**config.mk**
```make
export PLATFORM = sky130hd
export DESIGN_NAME = acm_channel_map
export DESIGN_NICKNAME = d
export VERILOG_FILES = /design/src/logic/acm_pkg.sv /design/src/logic/acm_channel_map.sv
export VERILOG_INCLUDE_DIRS = /design/src /design/src/logic
export SDC_FILE = /design/constraint.sdc
export NUM_CORES = 1
export LEC_CHECK = 0
export ABC_AREA = 1
export BUFFER_PORTS_ARGS = -buffer_cell sky130_fd_sc_hd__buf_2
export CAP_MARGIN = 20
export CORE_MARGIN = 2
export CORE_UTILIZATION = 35
export CTS_BUF_LIST = sky130_fd_sc_hd__clkbuf_2 sky130_fd_sc_hd__clkbuf_4 sky130_fd_sc_hd__clkbuf_8
export DETAILED_ROUTE_END_ITERATION = 16
export RECOVER_POWER = 100
export SLEW_MARGIN = 25
export SYNTH_ARGS = -nofsm -noshare
export SYNTH_HDL_FRONTEND = slang
export SYNTH_SLANG_ARGS = --single-unit
```
**constraint.sdc**
```tcl
create_clock -name ref_clk -period 1.45 [get_ports ref_clk]
set_input_delay 0.0725 -clock ref_clk [delete_from_list [all_inputs] [get_ports ref_clk]]
set_output_delay 0.0725 -clock ref_clk [all_outputs]
set_load 0.01 [all_outputs]
```
**src/logic/acm_defs.svh**
```systemverilog
/*
 * Offsets, field positions and reset values for the current channel mapping block.
 * Assumes inclusion by the principal design file only; the package needs none of it.
 */
`ifndef ACM_DEFS_SVH
`define ACM_DEFS_SVH

// ==========================================================
// Register indices (word addressed)
`define ACM_ADDR_W            8
`define ACM_OFS_MAPPING       8'h0a
`define ACM_OFS_EXT_SAMPLES   8'h0b
`define ACM_OFS_STAGE_CFG     8'h0c

// ==========================================================
// Mapping register fields
`define ACM_RAW1_LSB          8
`define ACM_RAW1_MSB          15
`define ACM_UX_LSB            24
`define ACM_UX_MSB            25
`define ACM_V_LSB             26
`define ACM_V_MSB             27
`define ACM_WY_LSB            28
`define ACM_WY_MSB            29
`define ACM_MAPPING_RST       32'h2400_0100
`define ACM_MAPPING_MASK      32'h3fff_ff00

// ==========================================================
// External sample register fields
`define ACM_EXT0_LSB          0
`define ACM_EXT0_MSB          15
`define ACM_EXT1_LSB          16
`define ACM_EXT1_MSB          31
`define ACM_EXT_RST           32'h0000_0000

// ==========================================================
// Input stage register fields
`define ACM_STAGE0_LSB        0
`define ACM_STAGE0_MSB        3
`define ACM_STAGE_RST         32'h0000_0000
`define ACM_STAGE_MASK        32'h0000_000f

`endif

```
**src/logic/acm_pkg.sv**
```systemverilog
/*
 * Types for the current channel mapping block.
 * Needs nothing from acm_defs.svh; it includes no file.
 */
package acm_pkg;

	// ==========================================================
	// Channel codes of the phase mapping fields
	typedef enum logic [1:0]
	{
		ACM_CH_ZERO,
		ACM_CH_ONE,
		ACM_CH_TWO,
		ACM_CH_RSVD
	} acm_chan_e;

	// Input stage codes of channel zero
	typedef enum logic [3:0]
	{
		ACM_STG_POS_NEG,
		ACM_STG_GND_NEG,
		ACM_STG_QUARTER,
		ACM_STG_THREE_QTR,
		ACM_STG_POS_GND
	} acm_stage_e;

	// Register access request
	typedef struct packed
	{
		logic        wr;
		logic [7:0]  addr;
		logic [31:0] wdata;
	} acm_req_s;

	// Routed phase currents
	typedef struct packed
	{
		logic [15:0] ux;
		logic [15:0] v;
		logic [15:0] wy;
		logic [15:0] raw_one;
	} acm_phase_s;

endpackage

```
**src/logic/acm_channel_map.sv**
```systemverilog
/*
 * Current channel mapping: phase routing, external sample registers and the
 * channel-zero input stage configuration, reached by the device register port.
 * Assumes register requests and converter samples come from logic on ref_clk.
 */
// Notes on behaviour
// - The V phase current comes from the channel picked by bits 27:26, reset code 1.
// - The WY phase current comes from the channel picked by bits 29:28, reset code 2.
// - Bits 15:0 of the external register hold a writable channel-zero sample.
// - Bits 31:16 of the same register hold a writable channel-one sample.
// - Bits 3:0 of the stage register set the channel-zero input stage mode.
// - The UX phase current comes from the channel picked by bits 25:24, reset code 0.
// - Bits 15:8 pick the raw channel-one source among two internal and two external.
`timescale 1ns/1ps
`include "acm_defs.svh"

module acm_channel_map
	import acm_pkg::*;
#(
	parameter int SAMPLE_W = 16
)
(
	input  wire logic                ref_clk,
	input  wire logic                rst,
	input  wire acm_req_s            reg_req,
	input  wire logic                reg_valid,
	output logic [31:0]              reg_rdata,
	output logic                     reg_rvalid,
	input  wire logic [SAMPLE_W-1:0] sd_raw_zero,
	input  wire logic [SAMPLE_W-1:0] sd_raw_one,
	input  wire logic [SAMPLE_W-1:0] current_channel_two,
	output acm_phase_s               phase_out,
	output acm_stage_e               stage_zero_mode
);

	// ==========================================================
	// Register file
	logic [31:0] mapping_reg;
	logic [31:0] ext_reg;
	logic [31:0] stage_reg;
	logic [31:0] rdata_reg;
	logic        rvalid_reg;
	acm_phase_s  phase_reg;
	acm_stage_e  stage_mode_reg;

	// Address decode
	wire logic hit_map   = reg_req.addr == `ACM_OFS_MAPPING;
	wire logic hit_ext   = reg_req.addr == `ACM_OFS_EXT_SAMPLES;
	wire logic hit_stage = reg_req.addr == `ACM_OFS_STAGE_CFG;
	wire logic do_wr     = reg_valid & reg_req.wr;

	// Unmapped index reads zero
	wire logic [31:0] rdata_next = hit_map ? mapping_reg :
		hit_ext ? ext_reg : hit_stage ? stage_reg : 32'h0000_0000;

	// Register writes; mapping bits 31:30 and 7:0, stage bits 31:4 held at zero
	always_ff @(posedge ref_clk)
	begin
		if (rst)
		begin
			mapping_reg <= `ACM_MAPPING_RST;
			ext_reg     <= `ACM_EXT_RST;
			stage_reg   <= `ACM_STAGE_RST;
		end
		else if (do_wr)
		begin
			if (hit_map)
				mapping_reg <= reg_req.wdata & `ACM_MAPPING_MASK;
			if (hit_ext)
				ext_reg <= reg_req.wdata;
			if (hit_stage)
				stage_reg <= reg_req.wdata & `ACM_STAGE_MASK;
		end
	end

	// Read answer one cycle after the request
	always_ff @(posedge ref_clk)
	begin
		if (rst)
		begin
			rdata_reg  <= 32'h0000_0000;
			rvalid_reg <= 1'b0;
		end
		else
		begin
			rdata_reg  <= (reg_valid & ~reg_req.wr) ? rdata_next : rdata_reg;
			rvalid_reg <= reg_valid & ~reg_req.wr;
		end
	end

	// ==========================================================
	// Source selection
	wire logic [SAMPLE_W-1:0] ext_zero = ext_reg[`ACM_EXT0_MSB:`ACM_EXT0_LSB];
	wire logic [SAMPLE_W-1:0] ext_one  = ext_reg[`ACM_EXT1_MSB:`ACM_EXT1_LSB];
	wire logic [7:0] raw1_sel = mapping_reg[`ACM_RAW1_MSB:`ACM_RAW1_LSB];

	// Codes above 3 are undefined; they fall back to the internal raw zero
	wire logic [SAMPLE_W-1:0] chan_one =
		(raw1_sel == 8'h01) ? sd_raw_one :
		(raw1_sel == 8'h02) ? ext_zero :
		(raw1_sel == 8'h03) ? ext_one : sd_raw_zero;
	wire logic [SAMPLE_W-1:0] chan_zero = sd_raw_zero;

	// Phase selection by field code
	function automatic logic [SAMPLE_W-1:0] pick(input logic [1:0] code,
		input logic [SAMPLE_W-1:0] c0, input logic [SAMPLE_W-1:0] c1,
		input logic [SAMPLE_W-1:0] c2);
		logic [SAMPLE_W-1:0] r;
		r = '0;
		unique case (acm_chan_e'(code))
			ACM_CH_ZERO: r = c0;
			ACM_CH_ONE:  r = c1;
			ACM_CH_TWO:  r = c2;
			ACM_CH_RSVD: r = '0;
		endcase
		return r;
	endfunction

	// One selector per phase: slice 0 is UX, 1 is V, 2 is WY, fields two bits apart
	// Packed net, so each loop pass drives only its own slice
	wire logic [2:0][SAMPLE_W-1:0] phase_sel;
	genvar p;
	generate
		for (p = 0; p < 3; p++)
		begin : g_phase
			wire logic [1:0] code = mapping_reg[`ACM_UX_LSB+2*p +: 2];
			assign phase_sel[p] = pick(code, chan_zero, chan_one, current_channel_two);
		end
	endgenerate

	// Registered outputs, one cycle of latency
	always_ff @(posedge ref_clk)
	begin
		if (rst)
		begin
			phase_reg      <= '0;
			stage_mode_reg <= ACM_STG_POS_NEG;
		end
		else
		begin
			phase_reg      <= '{ux: phase_sel[0], v: phase_sel[1], wy: phase_sel[2],
				raw_one: chan_one};
			stage_mode_reg <= acm_stage_e'(stage_reg[`ACM_STAGE0_MSB:`ACM_STAGE0_LSB]);
		end
	end

	assign reg_rdata       = rdata_reg;
	assign reg_rvalid      = rvalid_reg;
	assign phase_out       = phase_reg;
	assign stage_zero_mode = stage_mode_reg;

	// ==========================================================
	// Checks
	// Phase routing: the output lags its field and its source by one edge
	a_v_route: assert property (@(posedge ref_clk) disable iff (rst)
		mapping_reg[27:26] == 2'd1 |=> phase_out.v == $past(chan_one))
		else $error("V phase not routed from channel one");
	a_wy_route: assert property (@(posedge ref_clk) disable iff (rst)
		mapping_reg[29:28] == 2'd2 |=> phase_out.wy == $past(current_channel_two))
		else $error("WY phase not routed from channel two");
	a_ux_route: assert property (@(posedge ref_clk) disable iff (rst)
		mapping_reg[25:24] == 2'd0 |=> phase_out.ux == $past(sd_raw_zero))
		else $error("UX phase not routed from channel zero");
	a_ext_zero_wr: assert property (@(posedge ref_clk) disable iff (rst)
		do_wr && hit_ext |=> ext_reg[15:0] == $past(reg_req.wdata[15:0]))
		else $error("External sample zero not stored");
	// Storage only; routing is judged against the select of the same edge below
	a_ext_one_wr: assert property (@(posedge ref_clk) disable iff (rst)
		do_wr && hit_ext |=> ext_reg[31:16] == $past(reg_req.wdata[31:16]))
		else $error("External sample one not stored");
	a_stage_mode: assert property (@(posedge ref_clk) disable iff (rst)
		do_wr && hit_stage |=> ##1 stage_zero_mode == acm_stage_e'($past(reg_req.wdata[3:0], 2)))
		else $error("Input stage mode not applied");
	a_raw_ext_sel: assert property (@(posedge ref_clk) disable iff (rst)
		raw1_sel == 8'h02 |=> phase_out.raw_one == $past(ext_reg[15:0]))
		else $error("Raw channel one not taken from external zero");
	a_rsvd_zero: assert property (@(posedge ref_clk) disable iff (rst)
		mapping_reg[27:26] == 2'd3 |=> phase_out.v == '0)
		else $error("Reserved code did not route zero");
	a_ux_rsvd: assert property (@(posedge ref_clk) disable iff (rst)
		mapping_reg[25:24] == 2'd3 |=> phase_out.ux == '0)
		else $error("Reserved UX code did not route zero");
	a_wy_rsvd: assert property (@(posedge ref_clk) disable iff (rst)
		mapping_reg[29:28] == 2'd3 |=> phase_out.wy == '0)
		else $error("Reserved WY code did not route zero");
	a_ux_one: assert property (@(posedge ref_clk) disable iff (rst)
		mapping_reg[25:24] == 2'd1 |=> phase_out.ux == $past(chan_one))
		else $error("UX phase not routed from channel one");
	a_ux_two: assert property (@(posedge ref_clk) disable iff (rst)
		mapping_reg[25:24] == 2'd2 |=> phase_out.ux == $past(current_channel_two))
		else $error("UX phase not routed from channel two");
	a_v_zero: assert property (@(posedge ref_clk) disable iff (rst)
		mapping_reg[27:26] == 2'd0 |=> phase_out.v == $past(sd_raw_zero))
		else $error("V phase not routed from channel zero");
	a_v_two: assert property (@(posedge ref_clk) disable iff (rst)
		mapping_reg[27:26] == 2'd2 |=> phase_out.v == $past(current_channel_two))
		else $error("V phase not routed from channel two");
	a_wy_zero: assert property (@(posedge ref_clk) disable iff (rst)
		mapping_reg[29:28] == 2'd0 |=> phase_out.wy == $past(sd_raw_zero))
		else $error("WY phase not routed from channel zero");
	a_wy_one: assert property (@(posedge ref_clk) disable iff (rst)
		mapping_reg[29:28] == 2'd1 |=> phase_out.wy == $past(chan_one))
		else $error("WY phase not routed from channel one");

	// Raw channel-one source, internal and external
	a_raw_ext_one: assert property (@(posedge ref_clk) disable iff (rst)
		raw1_sel == 8'h03 |=> phase_out.raw_one == $past(ext_reg[31:16]))
		else $error("Raw channel one not taken from external one");
	a_raw_int_one: assert property (@(posedge ref_clk) disable iff (rst)
		raw1_sel == 8'h01 |=> phase_out.raw_one == $past(sd_raw_one))
		else $error("Raw channel one not taken from internal one");

	// ==========================================================
	// Register port checks; reset clears outputs whatever state came before
	a_reset_clear: assert property (@(posedge ref_clk)
		rst |=> phase_out == '0 && !reg_rvalid && stage_zero_mode == ACM_STG_POS_NEG)
		else $error("Outputs not cleared by reset");
	a_read_answer: assert property (@(posedge ref_clk) disable iff (rst)
		reg_valid && !reg_req.wr |=> reg_rvalid)
		else $error("Read request got no answer");
	a_write_quiet: assert property (@(posedge ref_clk) disable iff (rst)
		reg_valid && reg_req.wr |=> !reg_rvalid)
		else $error("Write request produced a read answer");
	a_read_ext: assert property (@(posedge ref_clk) disable iff (rst)
		reg_valid && !reg_req.wr && hit_ext |=> reg_rdata == $past(ext_reg))
		else $error("External sample register read back wrong");
	// Bits 31:30 and 7:0 must never hold written ones
	a_map_clean: assert property (@(posedge ref_clk) disable iff (rst)
		do_wr && hit_map |=> mapping_reg[31:30] == 2'h0 && mapping_reg[7:0] == 8'h00)
		else $error("Unused mapping bits stored");

endmodule

```
==> metrics.yaml <==
floorplan:
  initial_core_util: 0.3550
  fp.dieArea_sq_um: 21550
  die_h_um: 146.8
  core-area_sq_um: 20100
  die_w_um: 146.8
  rows: 52
  io_pins: 193
sta:
  slew_headroom: 0.6197
  drv_slew: 0
  fin_skew_ns: 0.01165
  max_freq_mhz: 692.7
  setup_viol: 0
  layout_min_cycle_time_ns: 1.444
  final_hold_viol_count: 0
  worst_slew_pin_slew_ns: 0.5696
  rsz0062_at_grt: "yes"
  fin_setup_tns_ns: 0
  period_share: 0.9956
cts:
  cts_tree: "built"
  cts_max_level: 4
  cts_root_buf: "clkbuf_8"
  clock_path_buffers: 2
  cts_sinks: 159
  clkTransAtPathRegs_ns: 0.09
  clk_latency_ns: 0.45
  cts_made_buffers: 17
status:
  status: "completed"
placed_design:
  port_buffers: 192
  dp_hpwl_um: 16560
  gp_congestion: 0.8024
  placed_area_sq_um: 8597
synthesis:
  synth_cells: 1028
  ys_ff_latch: 159
  ys_types: 28
  syn_nets: 1120
  synth_area_sq_um: 7137
  yosys-top-cells-area: "dfxtp_1 45%, nand2_1 17%, nand3_1 7.6%"
  postSynthAreaPerCell_sq_um: 6.942
  yosysSeqAreaShare: 0.4460
  synthAdderAreaFrac: 0
  yosysTopAreaCell: "dfxtp_1"
  synth_mux_area_frac: 0
  synth.top_cell.area_share: 0.4460
  synth_compound_area_frac: 0.1145
  synth_xor_area_frac: 0
  synthSimpleGateAreaFrac: 0.3338
  synth_top_family_by_area: "simple AND/OR/NAND/NOR gates"
  yosysWarnings: 0
finish:
  finish.instance_area_sq_um: 9598
  area_growth_pct: 34.48
  drive_gt1_frac: 0.2002
  final_nets: 1360
  diodes: 0
  largest_reg_flops: 64
route:
  ant_nets: 0
  drtIter0Drc: 412
  vias: 7412
  drt-wirelength-per-cell_um: 15.17
  drc: 0
  vias_per_cell: 4.785
  first_pass_iters: 5
  drt-total-wl_um: 23500
global_routing:
  grt_max_degree: 49
  grt_pass1_wl_um: 36170
  antenna_found_initial: 0
  grt_pass1_vias: 6674
  globalRouteTotalUtil: 0.2122
  grt_overflow: 0
pwr:
  peakVddDrop_mv: 0.4839
  leakage_nw: 4.260
  total_power_mw: 9.330
  power.density_nw_per_um2: 972.0
setup_path:
  worstPathRequired_ns: 1.80
  setup.worst_path.start_class: "flip-flop"
  path_class: "flip-flop to flip-flop"
  worstPathMaxFanout: 9
  end_kind: "flip-flop"
  crit_arrival_ns: 1.80
job:
  drv_cap: 0
min_path:
  min_path_type: "primary input to flip-flop"
routing by layer:
layer	vias up	share of wire	global-route usage
li1	3736	-	-
met1	3357	0.45	0.2971
met5	-	0	0
met3	30	0.075	0.04379
met2	289	0.46	0.3369
met4	0	0.015	0.05049
synthesized netlist by cell type:
library cell,number
nand4_1,1
inv_2,4
nand2_1,322
buf_2,16
nor3_1,2
buf_1,5
buf_6,2
nand3_1,109
inv_6,1
a21oi_1,96
and2_1,16
o21ai_0,4
nor2_1,60
buf_12,1
nand2_2,13
nor2_4,2
o22ai_1,48
nand2_4,1
dfxtp_1,159
buf_4,10
inv_1,113
o211ai_1,1
nor2_2,2
nand3_2,10
nor2_8,2
a21oi_2,1
or2_2,3
clkbuf_1,24
critical path, cell delays in order (launching register included):
cell and delay [ns]:
dfxtp_2 0.38, nor2_4 0.06, nand2_4 0.13, nor2_4 0.07, buf_4 0.14, buf_16 0.14, a21oi_2 0.13, nand2_1 0.13
nand3_1 0.10, nand2_1 0.06
logic make-up (layout without fill, tap and decap cells):
group,after synthesis,count (layout)
compound gates,150,150
buf+inv,176,425
flops,159,159
simple gates,543,545
through the flow:
step / instances / worst slack [ns] / utilization / hold WS [ns]
finish: 1549 / 0.006419 / 0.4774 / 0.01256
global route: 1549 / -0.06700 / 0.4774 / 0.004594
CTS: 1544 / 0.001439 / 0.4746 / 0.001466
detailed placement: 1473 / -0.03762 / 0.4276 / 0.3103
global placement: 1473 / -0.04221 / 0.4276 / 0.3046
floorplan: 1028 / 0.1303 / - / 0.1988
worst paths after layout:
check	start	endpoint	slack, ns	cells after the start
hold / removal	sd_raw_one[8]	phase_out[40]$_SDFF_PP0_	0.01	5
hold reg to reg	stage_reg[3]$_SDFFE_PP0P_	stage_zero_mode[3]$_SDFF_PP0_	0.44	2
setup reg to reg	mapping_reg[14]$_SDFFE_PP0P_	phase_out[52]$_SDFF_PP0_	0.006	9
setup / recovery	mapping_reg[14]$_SDFFE_PP0P_	phase_out[52]$_SDFF_PP0_	0.006	9
placed cells by master, fill, tap and decap left out, drive strengths merged:
| cell type | instances |
|---|---|
| nor3 | 2 |
| bufinv | 5 |
| o22ai | 48 |
| nand4 | 1 |
| buf | 137 |
| o21ai | 4 |
| clkinvlp | 3 |
| clkbuf | 127 |
| o211ai | 1 |
| and2 | 16 |
| nand2 | 336 |
| dfxtp | 159 |
| a21oi | 97 |
| nor2 | 68 |
| clkinv | 1 |
| dlygate4sd3 | 34 |
| nand3 | 119 |
| or2 | 3 |
| inv | 118 |
report_power, final:
part / internal (mW) / leakage, nW / total (mW) / switching (mW)
sequential: 4.50 / 1.31 / 4.54 / 0.0460
combinational: 0.377 / 2.73 / 0.913 / 0.535
clock: 2.22 / 0.226 / 3.87 / 1.66
total: 7.09 / 4.26 / 9.33 / 2.24
area by class of cell:
type | count | area, sq um
clock inverters | 9 | 181.4
repair buffers | 277 | 1747
clock buffers | 21 | 289.0
fillers | 2114 | 10510
well taps | 270 | 337.8
flip-flops and latches | 159 | 3194
multi-input cells | 695 | 3401
inverters | 118 | 447.9
what timing repair did:
action                                  4_1_cts  5_1_grt
endpoints found under the setup margin       63       67
cloned                                        2        2
buffers inserted                              5        3
hold endpoints to repair                     64        0
pin swaps                                     4       10
gates resized for setup                      12       45
hold buffers                                 34        0
(Power assumes the default switching activity.)
